File: config.mk
export PLATFORM = sky130hd
export DESIGN_NAME = scoc_top
export DESIGN_NICKNAME = d
export VERILOG_FILES = /design/src/hdl/scoc_pkg.sv /design/src/hdl/scoc_ff_if.sv /design/src/hdl/scoc_sinc3.sv /design/src/hdl/scoc_top.sv
export VERILOG_INCLUDE_DIRS = /design/src /design/src/hdl
export SDC_FILE = /design/constraint.sdc
export NUM_CORES = 2
export LEC_CHECK = 0
export CAP_MARGIN = 15
export CELL_PAD_IN_SITES_DETAIL_PLACEMENT = 1
export CELL_PAD_IN_SITES_GLOBAL_PLACEMENT = 1
export CORE_MARGIN = 2
export CORE_UTILIZATION = 40
export DETAILED_ROUTE_END_ITERATION = 8
export DONT_BUFFER_PORTS = 1
export GPL_TIMING_DRIVEN = 0
export PLACE_DENSITY_LB_ADDON = 0.12
export SETUP_SLACK_MARGIN = 0.15
export SLEW_MARGIN = 15
export SYNTH_ARGS = -nofsm -noshare
export SYNTH_HDL_FRONTEND = slang
export SYNTH_SLANG_ARGS = --single-unit
File: constraint.sdc
create_clock -name clk -period 14.1 [get_ports clk]
set_clock_uncertainty 0.15 [all_clocks]
set_input_delay 1.41 -clock clk [delete_from_list [all_inputs] [get_ports clk]]
set_output_delay 1.41 -clock clk [all_outputs]
set_load 0.005 [all_outputs]
File: src/hdl/scoc_regs.svh
`ifndef SCOC_REGS_SVH
`define SCOC_REGS_SVH

// Register indices on the 8-bit register port
`define SCOC_ADDR_OFFSET_HIGH   8'hC4
`define SCOC_ADDR_OFFSET_LOW    8'hC5
`define SCOC_ADDR_GAIN_CORR     8'hC6
`define SCOC_ADDR_OC_CONFIG     8'hC7

// Reset values
`define SCOC_RST_OFFSET_HIGH    16'h0000
`define SCOC_RST_OFFSET_LOW     8'h00
`define SCOC_RST_GAIN_CORR      16'h0000
`define SCOC_RST_DEGLITCH       5'h00

// Field positions
`define SCOC_OFFL_MSB           15
`define SCOC_OFFL_LSB           8
`define SCOC_CFG_EN_BIT         15
`define SCOC_CFG_POL_BIT        14
`define SCOC_CFG_RSV_BIT        13
`define SCOC_CFG_NUM_MSB        12
`define SCOC_CFG_NUM_LSB        8

// Fast filter timing and scaling, gain correction scaling
`define SCOC_FF_OSR_LAST        6'h3F
`define SCOC_FF_SHIFT           3
`define SCOC_GAIN_UNITY         18'sh10000
`define SCOC_GAIN_SHIFT         16

`endif

File: src/hdl/scoc_pkg.sv
package scoc_pkg;
   typedef logic signed [19:0] scoc_ff_word_t;
   typedef logic signed [15:0] scoc_limit_t;
   typedef logic signed [23:0] scoc_sample_t;
   typedef logic [7:0]         scoc_count_t;
   typedef enum logic { SCOC_FMT_PUSH_PULL, SCOC_FMT_OPEN_DRAIN } scoc_fmt_t;
endpackage

File: src/hdl/scoc_ff_if.sv
`timescale 1ns/1ps
interface scoc_ff_if;
   logic                  run;
   logic                  mod_bit;
   logic                  mod_valid;
   scoc_pkg::scoc_ff_word_t result;
   logic                  result_valid;
   modport filt (input run, input mod_bit, input mod_valid, output result, output result_valid);
   modport user (output run, output mod_bit, output mod_valid, input result, input result_valid);
endinterface

File: src/hdl/scoc_sinc3.sv
`timescale 1ns/1ps
`include "scoc_regs.svh"
module scoc_sinc3 (
   // Clock and reset
   input wire logic clk,
   input wire logic rst_b,
   // Filter port
   scoc_ff_if.filt  ff
);
   scoc_pkg::scoc_ff_word_t i1_q, i2_q, i3_q, d1_q, d2_q, d3_q, res_q;
   scoc_pkg::scoc_ff_word_t i1_d, i2_d, i3_d, d1_d, d2_d, d3_d, res_d;
   scoc_pkg::scoc_ff_word_t c1, c2, c3, x;
   logic [5:0]              cnt_q, cnt_d;
   logic                    vld_q, vld_d;

   // Widths wrap modulo 2^20, which the comb stages undo exactly
   always_comb begin
      i1_d  = i1_q;
      i2_d  = i2_q;
      i3_d  = i3_q;
      d1_d  = d1_q;
      d2_d  = d2_q;
      d3_d  = d3_q;
      res_d = res_q;
      cnt_d = cnt_q;
      vld_d = 1'b0;
      x     = ff.mod_bit ? 20'sh00001 : 20'shFFFFF;
      c1    = i3_q - d1_q;
      c2    = c1 - d2_q;
      c3    = c2 - d3_q;
      if (!ff.run) begin
         i1_d  = '0;
         i2_d  = '0;
         i3_d  = '0;
         d1_d  = '0;
         d2_d  = '0;
         d3_d  = '0;
         cnt_d = '0;
      end else if (ff.mod_valid) begin
         i1_d  = i1_q + x;
         i2_d  = i2_q + i1_q;
         i3_d  = i3_q + i2_q;
         cnt_d = cnt_q + 6'h01;
         if (cnt_q == `SCOC_FF_OSR_LAST) begin
            d1_d  = i3_q;
            d2_d  = c1;
            d3_d  = c2;
            res_d = c3;
            vld_d = 1'b1;
         end
      end
   end

   always_ff @(posedge clk or negedge rst_b) begin
      if (!rst_b) begin
         i1_q  <= '0;
         i2_q  <= '0;
         i3_q  <= '0;
         d1_q  <= '0;
         d2_q  <= '0;
         d3_q  <= '0;
         res_q <= '0;
         cnt_q <= '0;
         vld_q <= 1'b0;
      end else begin
         i1_q  <= i1_d;
         i2_q  <= i2_d;
         i3_q  <= i3_d;
         d1_q  <= d1_d;
         d2_q  <= d2_d;
         d3_q  <= d3_d;
         res_q <= res_d;
         cnt_q <= cnt_d;
         vld_q <= vld_d;
      end
   end

   assign ff.result       = res_q;
   assign ff.result_valid = vld_q;
endmodule // scoc_sinc3

File: src/hdl/scoc_top.sv
`timescale 1ns/1ps
`include "scoc_regs.svh"
// Notes on behaviour
// - Offset low byte lives in bits 15:8
// - High and low parts form 24-bit signed offset
// - Reserved low bytes read zero, writes ignored; C7 bit 13 is stored and reads back
// - Gain is one plus signed value over 2^16
// - Enable bit runs fast filter and comparator
// - Start and stop never touch fast filter
// - Polarity bit picks fault level on pin
// - Fault is high event OR low event
// - Pin shows fault only when selected, formatted
// - Event after programmed count of conversions exceeded
// - Fast filter is sinc3 with OSR 64
// - Counter restarts when inside threshold, no hysteresis
// - Above high limit raises high event; 7FFF disables
// - Below low limit raises low event; 8000 disables
module scoc_top (
   // Clock and reset
   input  wire logic                 clk,
   input  wire logic                 rst_b,
   // Register port
   input  wire logic [7:0]           reg_addr,
   input  wire logic [15:0]          reg_wdata,
   input  wire logic                 reg_wr,
   input  wire logic                 reg_rd,
   output logic [15:0]               reg_rdata,
   // Converter state and modulator stream
   input  wire logic                 converter_enable,
   input  wire logic                 shunt_b_conversion_start,
   input  wire logic                 shunt_b_conversion_stop,
   input  wire logic                 mod_bit,
   input  wire logic                 mod_valid,
   // Main conversion result and its corrected form
   input  wire scoc_pkg::scoc_sample_t raw_data,
   input  wire logic                 raw_valid,
   output scoc_pkg::scoc_sample_t    corrected_data,
   output logic                      corrected_valid,
   // Comparator limits
   input  wire scoc_pkg::scoc_limit_t overcurrent_b_upper_limit,
   input  wire scoc_pkg::scoc_limit_t overcurrent_b_lower_limit,
   // Shared pin control
   input  wire logic                 shared_pin_source_select,
   input  wire scoc_pkg::scoc_fmt_t  shared_pin_output_format,
   input  wire logic                 shared_pin_gpio_level,
   output logic                      shared_pin_out,
   output logic                      shared_pin_oe,
   // Comparator state
   output logic                      overcurrent_b_high_event,
   output logic                      overcurrent_b_low_event,
   output scoc_pkg::scoc_limit_t     fast_filter_result
);
   scoc_ff_if ffi ();

   logic [15:0]             offh_q, offh_d, gain_q, gain_d, rdata_q, rdata_d;
   logic [7:0]              offl_q, offl_d;
   logic                    en_q, en_d, pol_q, pol_d, rsv_q, rsv_d;
   logic [4:0]              num_q, num_d;
   scoc_pkg::scoc_sample_t  corr_q, corr_d;
   logic                    cvld_q, cvld_d;
   scoc_pkg::scoc_count_t   hcnt_q, hcnt_d, lcnt_q, lcnt_d, need;
   logic                    hev_q, hev_d, lev_q, lev_d;
   scoc_pkg::scoc_limit_t   ffr_q, ffr_d, scaled;
   logic                    pout_q, pout_d, poe_q, poe_d;
   logic signed [23:0]      offset;
   logic signed [24:0]      diff;
   logic signed [17:0]      gfac;
   logic signed [42:0]      prod;
   logic                    run, fault, level;

   // Deglitch code to conversions; coarser steps above ten
   function automatic scoc_pkg::scoc_count_t deglitch_len(input logic [4:0] code);
      case (code)
         5'h0A:   deglitch_len = 8'h0C;
         5'h0B:   deglitch_len = 8'h0E;
         5'h0C:   deglitch_len = 8'h10;
         5'h0D:   deglitch_len = 8'h12;
         5'h0E:   deglitch_len = 8'h14;
         5'h0F:   deglitch_len = 8'h16;
         5'h10:   deglitch_len = 8'h18;
         5'h11:   deglitch_len = 8'h1A;
         5'h12:   deglitch_len = 8'h1C;
         5'h13:   deglitch_len = 8'h20;
         5'h14:   deglitch_len = 8'h28;
         5'h15:   deglitch_len = 8'h30;
         5'h16:   deglitch_len = 8'h38;
         5'h17:   deglitch_len = 8'h40;
         5'h18:   deglitch_len = 8'h48;
         5'h19:   deglitch_len = 8'h50;
         5'h1A:   deglitch_len = 8'h58;
         5'h1B:   deglitch_len = 8'h60;
         5'h1C:   deglitch_len = 8'h68;
         5'h1D:   deglitch_len = 8'h70;
         5'h1E:   deglitch_len = 8'h78;
         5'h1F:   deglitch_len = 8'h80;
         default: deglitch_len = {3'h0, code} + 8'h01;
      endcase
   endfunction

   // Counter saturates at the target so a long fault cannot wrap it
   function automatic scoc_pkg::scoc_count_t dg_next(input logic hit,
                                                     input scoc_pkg::scoc_count_t cnt,
                                                     input scoc_pkg::scoc_count_t tgt);
      if (!hit)
         dg_next = 8'h00;
      else if (cnt < tgt)
         dg_next = cnt + 8'h01;
      else
         dg_next = cnt;
   endfunction

   // Register file
   always_comb begin
      offh_d  = offh_q;
      offl_d  = offl_q;
      gain_d  = gain_q;
      en_d    = en_q;
      pol_d   = pol_q;
      rsv_d   = rsv_q;
      num_d   = num_q;
      rdata_d = rdata_q;
      if (reg_wr) begin
         case (reg_addr)
            `SCOC_ADDR_OFFSET_HIGH: offh_d = reg_wdata;
            `SCOC_ADDR_OFFSET_LOW:  offl_d = reg_wdata[`SCOC_OFFL_MSB:`SCOC_OFFL_LSB];
            `SCOC_ADDR_GAIN_CORR:   gain_d = reg_wdata;
            `SCOC_ADDR_OC_CONFIG: begin
               en_d  = reg_wdata[`SCOC_CFG_EN_BIT];
               pol_d = reg_wdata[`SCOC_CFG_POL_BIT];
               rsv_d = reg_wdata[`SCOC_CFG_RSV_BIT];
               num_d = reg_wdata[`SCOC_CFG_NUM_MSB:`SCOC_CFG_NUM_LSB];
            end
            default: ;
         endcase
      end
      if (reg_rd) begin
         case (reg_addr)
            `SCOC_ADDR_OFFSET_HIGH: rdata_d = offh_q;
            `SCOC_ADDR_OFFSET_LOW:  rdata_d = {offl_q, 8'h00};
            `SCOC_ADDR_GAIN_CORR:   rdata_d = gain_q;
            `SCOC_ADDR_OC_CONFIG:   rdata_d = {en_q, pol_q, rsv_q, num_q, 8'h00};
            default:                rdata_d = 16'h0000;
         endcase
      end
   end

   always_ff @(posedge clk or negedge rst_b) begin
      if (!rst_b) begin
         offh_q  <= `SCOC_RST_OFFSET_HIGH;
         offl_q  <= `SCOC_RST_OFFSET_LOW;
         gain_q  <= `SCOC_RST_GAIN_CORR;
         en_q    <= 1'b0;
         pol_q   <= 1'b0;
         rsv_q   <= 1'b0;
         num_q   <= `SCOC_RST_DEGLITCH;
         rdata_q <= 16'h0000;
      end else begin
         offh_q  <= offh_d;
         offl_q  <= offl_d;
         gain_q  <= gain_d;
         en_q    <= en_d;
         pol_q   <= pol_d;
         rsv_q   <= rsv_d;
         num_q   <= num_d;
         rdata_q <= rdata_d;
      end
   end

   // Offset then gain correction, saturated to 24 bits
   always_comb begin
      offset = $signed({offh_q, offl_q});
      diff   = $signed({raw_data[23], raw_data}) - $signed({offset[23], offset});
      gfac   = `SCOC_GAIN_UNITY + $signed({{2{gain_q[15]}}, gain_q});
      prod   = (43'(diff) * 43'(gfac)) >>> `SCOC_GAIN_SHIFT;
      corr_d = corr_q;
      cvld_d = raw_valid;
      if (raw_valid) begin
         if (prod > 43'sh00000_7FFFFF)
            corr_d = 24'h7FFFFF;
         else if (prod < -43'sh00000_800000)
            corr_d = 24'h800000;
         else
            corr_d = prod[23:0];
      end
   end

   always_ff @(posedge clk or negedge rst_b) begin
      if (!rst_b) begin
         corr_q <= '0;
         cvld_q <= 1'b0;
      end else begin
         corr_q <= corr_d;
         cvld_q <= cvld_d;
      end
   end

   // Start and stop are deliberately not wired into the filter path
   assign run           = en_q & converter_enable;
   assign ffi.run       = run;
   assign ffi.mod_bit   = mod_bit;
   assign ffi.mod_valid = mod_valid;

   scoc_sinc3 u_sinc3 (
      .clk   (clk),
      .rst_b (rst_b),
      .ff    (ffi.filt)
   );

   // Comparator and deglitch
   always_comb begin
      need   = deglitch_len(num_q);
      scaled = ffr_q;
      if ((ffi.result >>> `SCOC_FF_SHIFT) > 20'sh07FFF)
         scaled = 16'h7FFF;
      else if ((ffi.result >>> `SCOC_FF_SHIFT) < -20'sh08000)
         scaled = 16'h8000;
      else
         scaled = ffi.result[18:3];
      ffr_d  = ffr_q;
      hcnt_d = hcnt_q;
      lcnt_d = lcnt_q;
      hev_d  = hev_q;
      lev_d  = lev_q;
      if (!run) begin
         hcnt_d = 8'h00;
         lcnt_d = 8'h00;
         hev_d  = 1'b0;
         lev_d  = 1'b0;
      end else if (ffi.result_valid) begin
         ffr_d  = scaled;
         hcnt_d = dg_next(scaled > overcurrent_b_upper_limit, hcnt_q, need);
         lcnt_d = dg_next(scaled < overcurrent_b_lower_limit, lcnt_q, need);
         hev_d  = (hcnt_d >= need) && (hcnt_d != 8'h00);
         lev_d  = (lcnt_d >= need) && (lcnt_d != 8'h00);
      end
   end

   always_ff @(posedge clk or negedge rst_b) begin
      if (!rst_b) begin
         ffr_q  <= '0;
         hcnt_q <= 8'h00;
         lcnt_q <= 8'h00;
         hev_q  <= 1'b0;
         lev_q  <= 1'b0;
      end else begin
         ffr_q  <= ffr_d;
         hcnt_q <= hcnt_d;
         lcnt_q <= lcnt_d;
         hev_q  <= hev_d;
         lev_q  <= lev_d;
      end
   end

   // Pin drive; open drain only pulls low, so a high level releases the pin
   always_comb begin
      fault = hev_q | lev_q;
      level = pol_q ? fault : ~fault;
      if (!shared_pin_source_select)
         level = shared_pin_gpio_level;
      if (shared_pin_output_format == scoc_pkg::SCOC_FMT_OPEN_DRAIN) begin
         pout_d = 1'b0;
         poe_d  = ~level;
      end else begin
         pout_d = level;
         poe_d  = 1'b1;
      end
   end

   always_ff @(posedge clk or negedge rst_b) begin
      if (!rst_b) begin
         pout_q <= 1'b0;
         poe_q  <= 1'b0;
      end else begin
         pout_q <= pout_d;
         poe_q  <= poe_d;
      end
   end

   assign reg_rdata                = rdata_q;
   assign corrected_data           = corr_q;
   assign corrected_valid          = cvld_q;
   assign shared_pin_out           = pout_q;
   assign shared_pin_oe            = poe_q;
   assign overcurrent_b_high_event = hev_q;
   assign overcurrent_b_low_event  = lev_q;
   assign fast_filter_result       = ffr_q;
endmodule // scoc_top
# Yosys cells after proc, flatten, opt, wreduce, memory -nomap -nowiden
# Index checks and enable logic that the tools add are counted.
dict set report totals {
  register_bits 272
  input_bits 93
  elab_cells 141
}
dict set report op_classes {
  add_sub_neg 12
  multipliers 1
  order_cmp 10
  eq_ne 30
  mux 47
  bitwise 4
  reduce_logical 11
}
# cell count
set op_table {}
lappend op_table {{$mux 20} 16}
lappend op_table {{$pmux 8 s22} 1}
lappend op_table {{$mux 8} 12}
lappend op_table {{$eq 5x5->1 const B} 16}
lappend op_table {{$pmux 16 s4} 1}
lappend op_table {{$add 20x20->20} 3}
lappend op_table {{$sub 20x20->20} 3}
lappend op_table {{$mux 24} 2}
lappend op_table {{$mul 25x18->43} 1}
lappend op_table {{$eq 8x8->1 const B} 4}
lappend op_table {{$mux 16} 2}
lappend op_table {{$eq 5x4->1 const B} 6}
lappend op_table {{$gt 27x24->1 const B} 1}
lappend op_table {{$lt 27x24->1 const B} 1}
lappend op_table {{$sub 24x24->25} 1}
lappend op_table {{$add 18x16->18 const A} 1}
lappend op_table {{$gt 17x16->1 const B} 1}
lappend op_table {{$lt 17x16->1 const B} 1}
lappend op_table {{$add 8x1->8 const B} 2}
lappend op_table {{$ge 8x8->1} 2}
lappend op_table {{$gt 16x16->1} 1}
lappend op_table {{$lt 16x16->1} 1}
lappend op_table {{$lt 8x8->1} 2}
lappend op_table {{$reduce_bool 8->1} 2}
lappend op_table {{12 further kinds} 32}

# Depth between registers and ports, before layout
dict set report depth {
  word_depth 11
  ltp_mapped 38
}

# Modules after synthesis
# From an unflattened synthesis, not the netlist that was laid out.
dict set report unflattened {
  hier_cells 3975
  area_unflattened_um2 35044.9
}
# mod instances cells_each area_per_inst_um2 seq_area_each_um2
set by_module_without_submodules {}
lappend by_module_without_submodules {scoc_top 1 2680 23956.7 3128.0}
lappend by_module_without_submodules {scoc_sinc3 1 1295 11088.1 3678.5}

# Worst setup path after synthesis
# OpenSTA, ideal clock, no wires.
dict set report synth_timing {
  path_type {input to register}
  from {input raw_data[0]}
  to {register corr_q[12] (netlist: corrected_data[12])}
  setup_time_ps 126
  arrival_ps 9383
  required_ps 13824
  slack_ps 4441
  stages 36
  path_cell_list {inv_1 -> ha_1 -> fa_1 -> nor2b_1 -> o21ai_1 -> a21boi_1 -> o211ai_1 -> a31oi_1 -> o21ai_1 -> o311ai_1 -> a21oi_1 -> xnor2_1 -> buf_2 -> and2_1 -> fa_1 -> inv_1 -> fa_1 -> fa_1 -> inv_1 -> fa_1 -> fa_1 -> inv_1 -> fa_1 -> inv_1 -> ha_1 -> a21o_1 -> a21o_1 -> a21oi_1 -> o21ai_1 -> a211oi_4 -> nor2_2 -> o211ai_2 -> o211ai_2 -> a41o_4 -> buf_6 -> a221o_1}
}
dict set report synth_between {
  elab_chain_cells 5
  elab_cells_between_ends 6
  classes_between {1 x add/sub; 1 x mul; 2 x order compare; 2 x mux}
}
# element line_no
set synth_lines {}
lappend synth_lines {{from (decl)} scoc_top.sv:35} ;# input wire scoc_pkg::scoc_sample_t raw_data,
lappend synth_lines {{$sub 24x24->25 (*)} scoc_top.sv:172} ;# diff = $signed({raw_data[23], raw_data}) - $signed({offset[23], offset});
lappend synth_lines {{$mul 25x18->43 (*)} scoc_top.sv:174} ;# prod = (43'(diff) * 43'(gfac)) >>> `SCOC_GAIN_SHIFT;
lappend synth_lines {{$lt 27x24->1} scoc_top.sv:180} ;# else if (prod < -43'sh00000_800000)
lappend synth_lines {{$mux 24} scoc_top.sv:180}
lappend synth_lines {{$mux 24 (*)} scoc_top.sv:178} ;# if (prod > 43'sh00000_7FFFFF)
lappend synth_lines {{to (signal assigned)} scoc_top.sv:192} ;# corr_q <= corr_d;
lappend synth_lines {{to (decl)} scoc_top.sv:59} ;# scoc_pkg::scoc_sample_t corr_q, corr_d;
# Every way passes the cells marked *; elsewhere a longest branch is shown, timed or not.
# A chain may end at the register's enable or synchronous reset.

# Worst setup path in the final report
dict set report layout_timing {
  from {input raw_data[0]}
  to {register corr_q[9] (netlist: corrected_data[9])}
}
# Same word-level chain as after synthesis.

==> results.cfg <==
[status]
outcome = finished, final reports clean

[place]
placed_cell_area_mm2 = 0.03536
io_buffers = 0
dp_hpwl_um = 80390
place_congestion = 0.8698
dp_slack_ps = 2219
dp.cells = 4930

[worst_setup_path]
r2r_end = corrected_data[9]
crit_type = in -> reg
rrSetupSlack_ps = 3190
path_common_cell = fa_1
start_kind = input pin
regToRegStartpoint = offl_q[0]
cpPeakStageDelay_ps = 740
path_max_fanout = 10
cp.arrival_ps = 11760
ff2ff_path_depth = 33
crit_path_end = corrected_data[9]
crit_start = raw_data[0]
crit_path_end_kind = register
cp.required_ps = 14460
critPathSlowestCell = xor2_1

[hold_path]
hold_start = u_sinc3.ff.result[8]
hp-class = reg -> reg

[sta]
maxSlewViolCount = 0
setup_violations = 0
max_slew_margin_pct = 23.76
setup_slack_ps = 2699
final.min_clock_period_ps = 11400
hold_violations = 0
tightest_slew_ps = 1135
rsz0062_at_grt = no
timing.setup.tns_ps = 0
timing.fmax_mhz = 87.71
fin_crit_sh_pct = 80.86
hold_slack_ps = 339.2

[pwr]
p_seq_share_pct = 22.0
switching_share_pct = 43.91
combinationalPowerShare_pct = 53.5
cell_internal_pwr_mw = 2.223
power_density_mw_per_mm2 = 108.2
vdd_drop_max_v = 0.0001143
leakage_nw = 17.85
power_frac_clock_pct = 24.5
p_total_mw = 3.964
switchingPower_mw = 1.740

[final_layout]
final_util_pct = 43.69
nFillCells = 9887
area_growth_pct = 7.927
fin_nets = 4659
layout_commonest_cell = inv_1
fin_cells = 5007
final_cell_area_mm2 = 0.03663
final_cell_mix = inv_1 (683), nand2_1 (440), fa_1 (398), ha_1 (332), dfrtp_1 (269)
drive_gt1_share_pct = 4.502

[synth]
synth_compound_area_share_pct = 11.23
synthAdderAreaFrac_pct = 36.07
synthArstFlopShare_pct = 100.0
ys.flop_type = dfrtp_1
synth.avg_cell_area_um2 = 8.942
muxShareOfSynthArea_pct = 4.126
netlist.area_leader.share_pct = 23.48
netlist_instances = 3795
yosys_warnings = 0
ys_seq_area_share_pct = 19.84
ys_seq_elements = 269
yosys.area.top_type = fa_1
synth-edff-count = 0
synth_area_leaders = fa_1 (23%), dfrtp_1 (20%), ha_1 (12%)
synth_top_family_by_area = adder cells
synth-simple-area-share_pct = 14.70
synthXorXnorAreaFrac_pct = 4.553
synth_area_mm2 = 0.03394
yosysUniqueCellTypes = 89

[floorplanning]
start_util_pct = 40.49
ios = 154
num_rows = 106
die_w_um = 295.3
die_h_um = 295.3
dieArea_mm2 = 0.08718
core_area_mm2 = 0.08382

[grt]
grt_overflow_total = 0
grt_pass1_wl_um = 159700
track_usage_pct = 23.56
grt_max_degree = 270
antenna_found_initial = 14
grt_pass1_vias = 27684

[run]
maxCapViolations = 0

[cts]
tritoncts = built
worstSkewPairLatency_ps = 580
holdBufCountCts = 0
cts_resized = 0
cts_setup_buffers = 0
clockBufferDepth = 3
h-tree-depth = 2
cts_inserted_buffers = 38
clk_transition_reported_paths_ps = 50
cts.sinks = 269
cts-root-buf = clkbuf_16

[route]
viasPerCell = 5.150
drtAntennaViolNets = 0
drc = 0
routedWlPerCell_um = 19.68
firstDrtPassIters = 5
drtIter0Drc = 1127
finalWirelength_um = 98530
vias = 25784
-- metal layers --
metal | vias to the layer above | routed length (µm) | track usage (%) | part of all wire (%)
met5 | - | 43 | 0 | 0.044
met4 | 10 | 1939 | 5.076 | 2.0
met3 | 97 | 4844 | 3.646 | 4.9
met2 | 404 | 45080 | 38.35 | 46
met1 | 12984 | 46620 | 33.13 | 47
li1 | 12289 | - | - | -
-- worst max-delay path: cells and delay by family --
family | cells | cell delay [ps]
compound gates | 14 | 4030
fa+ha+maj | 9 | 3830
simple gates | 3 | 580
buf+inv | 7 | 1140
xor+xnor | 1 | 740
-- Yosys cell counts (21+ instances only) --
library cell and instances:
and3_1 21, o21ai_1 23, clkbuf_1 138, nor2_1 206, and2_1 160, nand3_1 37
xnor2_1 115, xor2_1 56, nor2b_1 46, dfrtp_1 269, nor3_1 48, inv_1 683
a21oi_1 181, o21ai_0 98, ha_1 332, nand2b_1 29, a211oi_1 21, fa_1 398
mux2_2 63, mux2i_1 51, nand2_1 440, a221o_1 26, a21o_1 58
-- cell type report --
| type | instances | area (µm²) | share of cell area [%] |
|---|---|---|---|
| inverters | 685 | 2571 | 7.020 |
| clock buffers | 49 | 1032 | 2.818 |
| diodes | 8 | 20.02 | 0.05466 |
| plain buffers | 162 | 639.4 | 1.746 |
| flip-flops and latches | 269 | 6731 | 18.38 |
| well taps | 1134 | 1419 | 3.874 |
| multi-input cells | 2680 | 24000 | 65.54 |
| clock inverters | 20 | 209.0 | 0.5705 |
-- kinds of logic (layout without fill, tap and decap cells) --
kind of cell,count (synthesis),count (layout)
other,1,10
xor gates and xnor gates,173,173
and+or+nand+nor,1060,1060
AOI/OAI and AO/OA,581,581
adders and majority gates,742,742
DFF,269,269
buffers and inverters,847,916
muxes,122,122
-- worst min-delay path by stage --
stage | to | slack (ps) | cells after the start
floorplan | u_sinc3.ff.result[17] | 300 | 2
global placement | u_sinc3.ff.result[6] | 330 | 2
detailed placement | u_sinc3.ff.result[7] | 330 | 2
CTS | u_sinc3.ff.result[7] | 350 | 2
global route | u_sinc3.i1_q[1] | 370 | 0
finish | u_sinc3.ff.result[8] | 340 | 2
-- registers in the layout (all words and copies together) (netlist names), 5 cells and up --
signal and flops:
gain_q 16, u_sinc3.i2_q 20, hcnt_q 8, fast_filter_result 16
u_sinc3.i3_q 20, u_sinc3.d3_q 20, reg_rdata 16, num_q 5
u_sinc3.d2_q 20, offl_q 8, u_sinc3.i1_q 20, corrected_data 24
lcnt_q 8, u_sinc3.d1_q 20, u_sinc3.ff.result 17, offh_q 16
u_sinc3.cnt_q 6
-- power by group through the flow --
| stage | Sequential, mW | Combinational [mW] | Clock [mW] |
|---|---|---|---|
| 6_report | 0.871 | 2.12 | 0.971 |
| 5_1_grt | 0.877 | 2.41 | 1.03 |
| 4_1_cts | 0.873 | 2.15 | 1.00 |
| 3_5_place_dp | 0.885 | 2.13 | 0 |
| 3_3_place_gp | 0.886 | 2.10 | 0 |
| 2_1_floorplan | 0.869 | 1.55 | 0 |
Note: power is estimated with default switching activity, not from simulation.
